===== src/hdl/adc_out_cfg.svh =====
// Purpose: offsets, field positions, reset values and codes for the output configuration bank
// Assumes: byte addresses on a 32-bit AXI4-Lite bus, one register per aligned word
// Notes:   printed offsets are not all multiples of four, so each is an index; address is index times four
`ifndef ADC_OUT_CFG_SVH
`define ADC_OUT_CFG_SVH

`define IDX_INTERFACE_SELECT   8'h41
`define IDX_CLOCK_PLACEMENT    8'h44
`define IDX_NUMBER_FORMAT      8'h50
`define IDX_PATTERN_LOWER      8'h51
`define IDX_PATTERN_UPPER      8'h52
`define IDX_BIAS_CANCEL        8'h53

`define IFSEL_MSB              7
`define IFSEL_LSB              6
`define RISE_MSB               7
`define RISE_LSB               5
`define FALL_MSB               4
`define FALL_LSB               2
`define FMT_MSB                2
`define FMT_LSB                1
`define PAT_UPPER_MSB          5
`define BIAS_BIT               6

`define CODE_PIN               2'h0
`define CODE_FIRST             2'h2
`define CODE_SECOND            2'h3

`define REG_RESET              8'h00
`define RESP_OKAY              2'h0
`define RESP_SLVERR            2'h2

`endif


===== src/hdl/adc_out_pkg.sv =====
// Purpose: types shared by the output configuration bank
// Assumes: nothing beyond the cfg header
// Notes:   edge placement is given in twenty-sixths of a sample period
package adc_out_pkg;
    typedef enum logic [1:0] {
        IF_LVDS = 2'b00,
        IF_CMOS = 2'b01
    } out_if_t;

    typedef enum logic [2:0] {
        EDGE_DEFAULT   = 3'b000,
        EDGE_LATE_4    = 3'b001,
        EDGE_LATE_6    = 3'b010,
        EDGE_ON_DATA   = 3'b011,
        EDGE_EARLY_4   = 3'b100,
        EDGE_UNDEFINED = 3'b111
    } edge_place_t;

    typedef enum logic [1:0] {
        FMT_TWOS   = 2'b00,
        FMT_OFFSET = 2'b01
    } num_fmt_t;
endpackage


===== src/hdl/adc_out_config_regs.sv =====
// Purpose: output section configuration bank reached over AXI4-Lite
// Assumes: format_select_pin is asynchronous to clk; host writes zero to undefined bits
// Notes:   decoded settings are registered outputs, one cycle after the register changes
//
// Overview of operation
// - Rising placement in bits 7-5; 000,100 default
// - Falling placement in bits 4-2; 000,100 default
// - LVDS rising: 101 late, 110 on data, 111 early
// - CMOS rising: 101 late 4, 110 late 6, 111 on data
// - CMOS falling code 101 delays edge four twenty-sixths
// - Format field: 00 pin, 10 twos, 11 offset
// - Register 0x51 holds pattern low eight bits
// - Register 0x52 bits 5-0 hold pattern upper six
// - Register 0x53 bit 6 enables offset correction
// - Interface field: 00 pin, 10 LVDS, 11 CMOS
//
// Design decision made here: register access over AXI4-Lite.
`include "adc_out_cfg.svh"
`timescale 1ns/1ps
`default_nettype none

module adc_out_config_regs
    import adc_out_pkg::*;
(
    // Clock and reset
    input  wire logic        clk,
    input  wire logic        arst_n,
    // AXI4-Lite write address and data
    input  wire logic [9:0]  s_axi_awaddr,
    input  wire logic        s_axi_awvalid,
    output var  logic        s_axi_awready,
    input  wire logic [31:0] s_axi_wdata,
    input  wire logic [3:0]  s_axi_wstrb,
    input  wire logic        s_axi_wvalid,
    output var  logic        s_axi_wready,
    // AXI4-Lite write response
    output var  logic [1:0]  s_axi_bresp,
    output var  logic        s_axi_bvalid,
    input  wire logic        s_axi_bready,
    // AXI4-Lite read
    input  wire logic [9:0]  s_axi_araddr,
    input  wire logic        s_axi_arvalid,
    output var  logic        s_axi_arready,
    output var  logic [31:0] s_axi_rdata,
    output var  logic [1:0]  s_axi_rresp,
    output var  logic        s_axi_rvalid,
    input  wire logic        s_axi_rready,
    // Device pin
    input  wire logic        format_select_pin,
    // Decoded settings
    output var  out_if_t     out_interface,
    output var  edge_place_t rise_placement,
    output var  edge_place_t fall_placement,
    output var  num_fmt_t    number_format,
    output var  logic [13:0] user_pattern,
    output var  logic        bias_cancel_enable
);

    logic [7:0] interface_select;
    logic [7:0] output_clock_edge_placement;
    logic [7:0] sample_number_format;
    logic [7:0] user_pattern_lower;
    logic [7:0] user_pattern_upper;
    logic [7:0] dc_bias_cancel_control;
    logic       pin_meta;
    logic       pin_sync;
    logic [9:0] aw_addr;
    logic       aw_held;
    logic [7:0] w_data;
    logic       w_lane0;
    logic       w_held;

    // Two-flop synchroniser on the strap pin
    always_ff @(posedge clk or negedge arst_n) begin
        if (!arst_n) begin
            pin_meta <= 1'b0;
            pin_sync <= 1'b0;
        end else begin
            pin_meta <= format_select_pin;
            pin_sync <= pin_meta;
        end
    end

    // Index from a byte address; misaligned gives none
    function automatic logic [8:0] reg_index(input logic [9:0] addr);
        if (addr[1:0] != 2'b00) begin
            reg_index = 9'h100;
        end else begin
            reg_index = {1'b0, addr[9:2]};
        end
    endfunction

    function automatic logic is_mapped(input logic [8:0] idx);
        is_mapped = (idx == {1'b0, `IDX_INTERFACE_SELECT}) || (idx == {1'b0, `IDX_CLOCK_PLACEMENT})
                 || (idx == {1'b0, `IDX_NUMBER_FORMAT}) || (idx == {1'b0, `IDX_PATTERN_LOWER})
                 || (idx == {1'b0, `IDX_PATTERN_UPPER}) || (idx == {1'b0, `IDX_BIAS_CANCEL});
    endfunction

    // Address and data may arrive in either order; each is held until both are in
    always_ff @(posedge clk or negedge arst_n) begin
        if (!arst_n) begin
            aw_held <= 1'b0;
            aw_addr <= 10'h000;
        end else if (s_axi_awvalid && s_axi_awready) begin
            aw_held <= 1'b1;
            aw_addr <= s_axi_awaddr;
        end else if (aw_held && w_held) begin
            aw_held <= 1'b0;
        end
    end

    always_ff @(posedge clk or negedge arst_n) begin
        if (!arst_n) begin
            w_held  <= 1'b0;
            w_data  <= 8'h00;
            w_lane0 <= 1'b0;
        end else if (s_axi_wvalid && s_axi_wready) begin
            w_held  <= 1'b1;
            w_data  <= s_axi_wdata[7:0];
            w_lane0 <= s_axi_wstrb[0];
        end else if (aw_held && w_held) begin
            w_held <= 1'b0;
        end
    end

    always_ff @(posedge clk or negedge arst_n) begin
        if (!arst_n) begin
            s_axi_awready <= 1'b0;
            s_axi_wready  <= 1'b0;
        end else begin
            s_axi_awready <= !aw_held && !(s_axi_awvalid && s_axi_awready) && !s_axi_bvalid;
            s_axi_wready  <= !w_held && !(s_axi_wvalid && s_axi_wready) && !s_axi_bvalid;
        end
    end

    // Write response; unmapped address answers SLVERR and stores nothing
    always_ff @(posedge clk or negedge arst_n) begin
        if (!arst_n) begin
            s_axi_bvalid <= 1'b0;
            s_axi_bresp  <= `RESP_OKAY;
        end else if (aw_held && w_held) begin
            s_axi_bvalid <= 1'b1;
            s_axi_bresp  <= is_mapped(reg_index(aw_addr)) ? `RESP_OKAY : `RESP_SLVERR;
        end else if (s_axi_bready) begin
            s_axi_bvalid <= 1'b0;
        end
    end

    // Register store, one process per register; undefined bits are kept as written and read back
    logic       store_go;
    logic [8:0] store_idx;
    assign store_go  = aw_held && w_held && w_lane0;
    assign store_idx = reg_index(aw_addr);

    always_ff @(posedge clk or negedge arst_n) begin
        if (!arst_n) begin
            interface_select <= `REG_RESET;
        end else if (store_go && store_idx == {1'b0, `IDX_INTERFACE_SELECT}) begin
            interface_select <= w_data;
        end
    end

    always_ff @(posedge clk or negedge arst_n) begin
        if (!arst_n) begin
            output_clock_edge_placement <= `REG_RESET;
        end else if (store_go && store_idx == {1'b0, `IDX_CLOCK_PLACEMENT}) begin
            output_clock_edge_placement <= w_data;
        end
    end

    always_ff @(posedge clk or negedge arst_n) begin
        if (!arst_n) begin
            sample_number_format <= `REG_RESET;
        end else if (store_go && store_idx == {1'b0, `IDX_NUMBER_FORMAT}) begin
            sample_number_format <= w_data;
        end
    end

    always_ff @(posedge clk or negedge arst_n) begin
        if (!arst_n) begin
            user_pattern_lower <= `REG_RESET;
        end else if (store_go && store_idx == {1'b0, `IDX_PATTERN_LOWER}) begin
            user_pattern_lower <= w_data;
        end
    end

    always_ff @(posedge clk or negedge arst_n) begin
        if (!arst_n) begin
            user_pattern_upper <= `REG_RESET;
        end else if (store_go && store_idx == {1'b0, `IDX_PATTERN_UPPER}) begin
            user_pattern_upper <= w_data;
        end
    end

    always_ff @(posedge clk or negedge arst_n) begin
        if (!arst_n) begin
            dc_bias_cancel_control <= `REG_RESET;
        end else if (store_go && store_idx == {1'b0, `IDX_BIAS_CANCEL}) begin
            dc_bias_cancel_control <= w_data;
        end
    end

    // Read channel: one read at a time, answered one cycle after the address is taken
    always_ff @(posedge clk or negedge arst_n) begin
        if (!arst_n) begin
            s_axi_arready <= 1'b0;
        end else begin
            s_axi_arready <= !s_axi_rvalid && !(s_axi_arvalid && s_axi_arready);
        end
    end

    always_ff @(posedge clk or negedge arst_n) begin
        if (!arst_n) begin
            s_axi_rvalid <= 1'b0;
            s_axi_rdata  <= 32'h0000_0000;
            s_axi_rresp  <= `RESP_OKAY;
        end else if (s_axi_arvalid && s_axi_arready) begin
            s_axi_rvalid <= 1'b1;
            s_axi_rresp  <= `RESP_OKAY;
            if (reg_index(s_axi_araddr) == {1'b0, `IDX_INTERFACE_SELECT}) begin
                s_axi_rdata <= {24'h000000, interface_select};
            end else if (reg_index(s_axi_araddr) == {1'b0, `IDX_CLOCK_PLACEMENT}) begin
                s_axi_rdata <= {24'h000000, output_clock_edge_placement};
            end else if (reg_index(s_axi_araddr) == {1'b0, `IDX_NUMBER_FORMAT}) begin
                s_axi_rdata <= {24'h000000, sample_number_format};
            end else if (reg_index(s_axi_araddr) == {1'b0, `IDX_PATTERN_LOWER}) begin
                s_axi_rdata <= {24'h000000, user_pattern_lower};
            end else if (reg_index(s_axi_araddr) == {1'b0, `IDX_PATTERN_UPPER}) begin
                s_axi_rdata <= {24'h000000, user_pattern_upper};
            end else if (reg_index(s_axi_araddr) == {1'b0, `IDX_BIAS_CANCEL}) begin
                s_axi_rdata <= {24'h000000, dc_bias_cancel_control};
            end else begin
                s_axi_rdata <= 32'h0000_0000;
                s_axi_rresp <= `RESP_SLVERR;
            end
        end else if (s_axi_rready) begin
            s_axi_rvalid <= 1'b0;
        end
    end

    // Shared decode of the two-bit pin/first/second selectors
    function automatic logic pick_second(input logic [1:0] code, input logic pin);
        if (code == `CODE_SECOND) begin
            pick_second = 1'b1;
        end else if (code == `CODE_FIRST) begin
            pick_second = 1'b0;
        end else begin
            pick_second = pin;
        end
    endfunction

    // Strap pin high picks CMOS and offset binary; code 01 is undefined and falls back to the pin
    logic cmos_mode;
    assign cmos_mode = pick_second(interface_select[`IFSEL_MSB:`IFSEL_LSB], pin_sync);

    always_ff @(posedge clk or negedge arst_n) begin
        if (!arst_n) begin
            out_interface <= IF_LVDS;
            number_format <= FMT_TWOS;
        end else begin
            out_interface <= cmos_mode ? IF_CMOS : IF_LVDS;
            number_format <= pick_second(sample_number_format[`FMT_MSB:`FMT_LSB], pin_sync)
                             ? FMT_OFFSET : FMT_TWOS;
        end
    end

    // Rising placement; codes 001-011 are undefined and reported as such
    always_ff @(posedge clk or negedge arst_n) begin
        if (!arst_n) begin
            rise_placement <= EDGE_DEFAULT;
        end else begin
            case (output_clock_edge_placement[`RISE_MSB:`RISE_LSB])
                3'h0, 3'h4: rise_placement <= EDGE_DEFAULT;
                3'h5:       rise_placement <= EDGE_LATE_4;
                3'h6:       rise_placement <= cmos_mode ? EDGE_LATE_6 : EDGE_ON_DATA;
                3'h7:       rise_placement <= cmos_mode ? EDGE_ON_DATA : EDGE_EARLY_4;
                default:    rise_placement <= EDGE_UNDEFINED;
            endcase
        end
    end

    // Falling placement; beyond 101 in CMOS nothing is defined here
    always_ff @(posedge clk or negedge arst_n) begin
        if (!arst_n) begin
            fall_placement <= EDGE_DEFAULT;
        end else begin
            case (output_clock_edge_placement[`FALL_MSB:`FALL_LSB])
                3'h0, 3'h4: fall_placement <= EDGE_DEFAULT;
                3'h5:       fall_placement <= cmos_mode ? EDGE_LATE_4 : EDGE_UNDEFINED;
                default:    fall_placement <= EDGE_UNDEFINED;
            endcase
        end
    end

    always_ff @(posedge clk or negedge arst_n) begin
        if (!arst_n) begin
            user_pattern       <= 14'h0000;
            bias_cancel_enable <= 1'b0;
        end else begin
            user_pattern       <= {user_pattern_upper[`PAT_UPPER_MSB:0], user_pattern_lower};
            bias_cancel_enable <= dc_bias_cancel_control[`BIAS_BIT];
        end
    end

endmodule

`default_nettype wire


===== config.mk =====
export PLATFORM = sky130hd
export DESIGN_NAME = adc_out_config_regs
export DESIGN_NICKNAME = d
export VERILOG_FILES = /design/src/hdl/adc_out_pkg.sv /design/src/hdl/adc_out_config_regs.sv
export VERILOG_INCLUDE_DIRS = /design/src /design/src/hdl
export SDC_FILE = /design/constraint.sdc
export NUM_CORES = 1
export LEC_CHECK = 0
export BUFFER_PORTS_ARGS = -buffer_cell sky130_fd_sc_hd__buf_4
export CORE_ASPECT_RATIO = 0.75
export CORE_MARGIN = 3
export CORE_UTILIZATION = 27
export CTS_CLUSTER_DIAMETER = 150
export DETAILED_ROUTE_END_ITERATION = 7
export PLACE_DENSITY_LB_ADDON = 0.15
export SETUP_SLACK_MARGIN = 0.02
export SKIP_LAST_GASP = 1
export SYNTH_ARGS = -nofsm -noshare
export SYNTH_HDL_FRONTEND = slang
export SYNTH_SLANG_ARGS = --single-unit

===== constraint.sdc =====
create_clock -name clk -period 5.8 [get_ports clk]
set_input_delay 0.29 -clock clk [delete_from_list [all_inputs] [get_ports clk]]
set_output_delay 0.29 -clock clk [all_outputs]
set_load 0.05 [all_outputs]

Yosys cells after proc, flatten, opt, wreduce, memory -nomap -nowiden
Index checks and enable logic that the tools add are counted.
{"block": "totals", "reg_bits": 135, "input_bits": 64, "output_inout_bits": 66, "word_cells": 148}
{"block": "classes", "eq_ne": 28, "n_mux": 55, "n_reduce_logical": 38}
{"operator": "$mux 9", "count": 24}
{"operator": "$eq 9x7->1 const B", "count": 18}
{"operator": "$mux 8", "count": 6}
{"operator": "$eq 3x3->1 const B", "count": 6}
{"operator": "$logic_and 1x1->1", "count": 16}
{"operator": "$mux 1", "count": 14}
{"operator": "$mux 2", "count": 7}
{"operator": "$pmux 3 s4", "count": 1}
{"operator": "$reduce_bool 2->1", "count": 6}
{"operator": "$eq 2x2->1 const B", "count": 4}
{"operator": "$logic_not 1->1", "count": 7}
{"operator": "$logic_not 3->1", "count": 2}
{"operator": "$mux 3", "count": 2}
{"operator": "$pmux 3 s2", "count": 1}
{"operator": "$logic_or 1x1->1", "count": 5}
{"operator": "$reduce_or 2->1", "count": 2}

Depth between registers and ports, before layout
{"block": "depth", "word_depth": 35, "depth_mapped": 6, "mapped_depth_nobuf": 4}

Worst setup path before layout
No wires, ideal clock.
{"block": "synth_timing", "path_kind": "register -> register", "startpoint": "register aw_addr[5]", "endpoint": "register user_pattern_upper[0]", "setup_ns": 0.125, "t_arrival_ns": 1.893, "required_time_ns": 5.675, "slack_ns": 3.782, "path_stages_with_launch": 5, "path_buffers": 1, "period_less_slack_ns": 2.018, "path_cell_list": "dfrtp_1 or4b_1 or4_1 buf_2 mux2_4"}
{"block": "synth_via", "elab_chain_len": 3}
{"element": "start: declaration", "line_no": "adc_out_config_regs.sv:67", "rtl": "logic [9:0] aw_addr;"}
{"element": "start signal: assignment", "line_no": "adc_out_config_regs.sv:106", "rtl": "aw_addr <= s_axi_awaddr;"}
{"element": "$mux 9", "line_no": "adc_out_config_regs.sv:86", "rtl": "if (addr[1:0] != 2'b00) begin"}
{"element": "$eq 9x7->1", "line_no": "adc_out_config_regs.sv:190", "rtl": "end else if (store_go && store_idx == {1'b0, `IDX_PATTERN_UPPER}) begin"}
{"element": "$logic_and 1x1->1", "line_no": "adc_out_config_regs.sv:190"}
{"element": "end signal: assignment", "line_no": "adc_out_config_regs.sv:189", "rtl": "user_pattern_upper <= `REG_RESET;"}
{"element": "end signal: assignment", "line_no": "adc_out_config_regs.sv:191", "rtl": "user_pattern_upper <= w_data;"}
{"element": "end: declaration", "line_no": "adc_out_config_regs.sv:63", "rtl": "logic [7:0] user_pattern_upper;"}
Every way passes these cells.
A chain may end at the register's enable or synchronous reset.

Final worst setup path
{"block": "layout_timing", "startpoint": "register aw_addr[5]", "endpoint": "register user_pattern_lower[7]"}
{"block": "layout_via", "elab_chain_len": 3}
{"element": "$mux 9", "line_no": "adc_out_config_regs.sv:86"}
{"element": "$eq 9x7->1", "line_no": "adc_out_config_regs.sv:182", "rtl": "end else if (store_go && store_idx == {1'b0, `IDX_PATTERN_LOWER}) begin"}
{"element": "$logic_and 1x1->1", "line_no": "adc_out_config_regs.sv:182"}
{"element": "end signal: assignment", "line_no": "adc_out_config_regs.sv:181", "rtl": "user_pattern_lower <= `REG_RESET;"}
{"element": "end signal: assignment", "line_no": "adc_out_config_regs.sv:183", "rtl": "user_pattern_lower <= w_data;"}
{"element": "end: declaration", "line_no": "adc_out_config_regs.sv:62", "rtl": "logic [7:0] user_pattern_lower;"}
Every way passes these cells.

==> results.yml <==
critical_path:
  critPathArrivalTime_ns: 2.69
  cp_cell_sequence: "nor4b_1 > nand4_1 > nor2_1 > mux2_2"
  critPathKind: "register to register"
  required_ns: 6.03
  crit_fanout: 8
  cp-end-kind: "register"
  start_kind: "register"
  cp_slowest_cell: "nor2_1"
  cp_num_cells: 4
  crit_family: "simple AND/OR/NAND/NOR gates"
  critical-path-max-stage-delay_ns: 0.72
  crit_buf_inv: 0
  reg2reg_depth: 4
placed_design:
  dp_hpwl_um: 7780
  pre_cts_ws_ns: 3.30
  port_buffers: 74
  gp_congestion: 0.742
floorplan:
  initial_utilization: 0.277
  core_area_um2: 17000
  die_area_um2: 19100
  ios: 130
  die_width_um: 158
  rows: 41
  die_h_um: 120
synth:
  netlist_area_um2: 4710
  yosys.cell_types.count: 50
  synth_top_area_share: 0.574
  synth_edf_count: 0
  ys_top_cells_by_area: "dfrtp_1, mux2_2, buf_4"
  avgSynthCellArea_um2: 13.2
  synth-seq-cells: 108
  synthCells: 357
  async_flop_share: 1.00
  yosys_most_used_dff: "dfrtp_1"
  yosysTopAreaCell: "dfrtp_1"
  yosysWarnings: 0
  yosysSeqAreaShare: 0.574
power:
  switching_share: 0.346
  vdd_ir_drop_max_v: 0.000167
  p_leak_nw: 2.70
  power_switching_mw: 0.730
  p_per_area_nw_per_um2: 373
  seqPwrFrac: 0.485
  intPower_mw: 1.38
  clkPwrFrac: 0.269
  pwr-share-comb: 0.246
run:
  cap_viol_max_count: 0
detailed_routing:
  first_pass_iters: 4
  drt-total-wl_um: 10600
  first_iter_violations: 117
  routedWlPerCell_um: 15.8
  via_count: 2961
  drtAntennaViolNets: 0
  viasPerCell: 4.43
  drc_errors: 0
grt:
  grt_overflow: 0
  grt_pass1_wl_um: 16600
  antenna_found_initial: 0
  grt_start_max_net_pins: 56
  grt_pass1_vias: 2896
  track_usage: 0.115
sta:
  min_period_over_period: 0.426
  setup_viol: 0
  rsz0062_at_grt: "no"
  fmax_mhz: 405
  max_slew.worst_pin.slew_ns: 0.834
  fin_worst_hold_slack_ns: -0.00965
  final.setup.tns_ns: 0
  relSlewSlack: 0.442
  hold_viol: 5
  min_period_ns: 2.47
  fin_skew_ns: 0.00661
  slew_violations: 0
  worst_slack_ns: 3.33
clock_network:
  cts_resized: 0
  htree_num_levels: 3
  clk_path_buf_depth: 2
  cts_tree: "built"
  insertion_delay_ns: 0.34
  numCtsBuffers: 9
  clkTransAtPathRegs_ns: 0.07
  cts.sinks: 108
  cts_hold_buffers: 0
  cts_post_setup_buffers_inserted: 0
  cts-root-buf: "clkbuf_16"
status:
  violations: "hold timing"
  status: "finished with violations"
layout:
  fin_nets: 493
  drive_gt1_frac: 0.390
  area_growth_pct: 20.4
  diodes: 0
  final_common_cell: "dfrtp_1"
  final_cell_mix: "dfrtp_1, buf_4, mux2_2"
hold_path:
  hold_path.class: "input pin to asynchronous set/reset pin"
-- sequential cells by signal (all words and copies together) (netlist names), 2 cells and up --
signal                       cells
dc_bias_cancel_control           8
sample_number_format             8
user_pattern                    14
w_data                           8
output_clock_edge_placement      8
interface_select                 8
s_axi_rdata                      8
fall_placement                   2
aw_addr                         10
user_pattern_lower               8
user_pattern_upper               8
rise_placement                   3
-- worst reg2reg max path: stages (launching register included) --
cell,delay (ns)
dfrtp_1,0.39
nor4b_1,0.54
nand4_1,0.29
nor2_1,0.72
mux2_2,0.42
-- per-stage QoR --
stage	std cells	cell area, um2	total power, mW	utilization
global placement	654	5400	1.56	0.318
finish	669	5670	2.11	0.334
floorplan	384	4810	1.38	-
global route	669	5670	2.23	0.334
CTS	669	5670	2.15	0.334
detailed placement	654	5400	1.57	0.318
-- final timing paths --
kind	startpoint	end	slack, ns
max in group asynchronous	arst_n	w_held	4.65
max	aw_addr[5]	user_pattern_lower[7]	3.33
min reg2reg	pin_meta	pin_sync	0.35
max reg2reg	aw_addr[5]	user_pattern_lower[7]	3.33
min	arst_n	user_pattern[13]	-0.01
min in group clk	format_select_pin	pin_meta	0.06
-- metal layers --
| metal | vias up | wire [um] | part of all wire | global-route usage |
|---|---|---|---|---|
| li1 | 1369 | - | - | - |
| met3 | 11 | 567 | 0.054 | 0.0322 |
| met5 | - | 0 | 0 | 0 |
| met4 | 0 | 114 | 0.011 | 0.0306 |
| met1 | 1502 | 5230 | 0.49 | 0.170 |
| met2 | 79 | 4680 | 0.44 | 0.164 |
-- logic make-up after synthesis --
group / Yosys count / share of synthesized area
flip-flops: 108 / 0.574
other: 1 / 0.000796
AO/OA/AOI/OAI: 46 / 0.0760
buffers and inverters: 50 / 0.0651
multiplexers: 77 / 0.190
AND/OR/NAND/NOR: 75 / 0.0941
-- cell type report --
| type | count | area [um2] |
|---|---|---|
| fill | 1731 | 11300 |
| sequential | 108 | 2700 |
| multi-input combinational | 226 | 1800 |
| timing repair buffer | 75 | 563 |
| tap | 236 | 295 |
| clock buffer | 14 | 264 |
| inverter | 9 | 33.8 |
| clock inverter | 1 | 7.51 |
-- Yosys cell counts (3+ instances only) --
library cell,n
nand3_1,4
or2_2,3
inv_1,9
a221oi_1,5
and3_1,3
or4_1,3
a21oi_1,7
nand2_1,13
mux2_1,5
mux2_4,8
buf_4,29
nor3_1,10
o21ai_0,9
a31oi_1,3
dfrtp_1,108
a22o_1,7
mux2_2,62
nor2_1,18
clkbuf_1,8
a211oi_1,6
-- power by group through the flow --
stage	combinational, mW	sequential (mW)	clock (mW)
after floorplan	0.260	1.12	0
after CTS	0.527	1.03	0.594
after global routing	0.558	1.05	0.626
after detailed placement	0.526	1.04	0
after global placement	0.520	1.04	0
final	0.520	1.02	0.568
(Power assumes the default switching activity.)
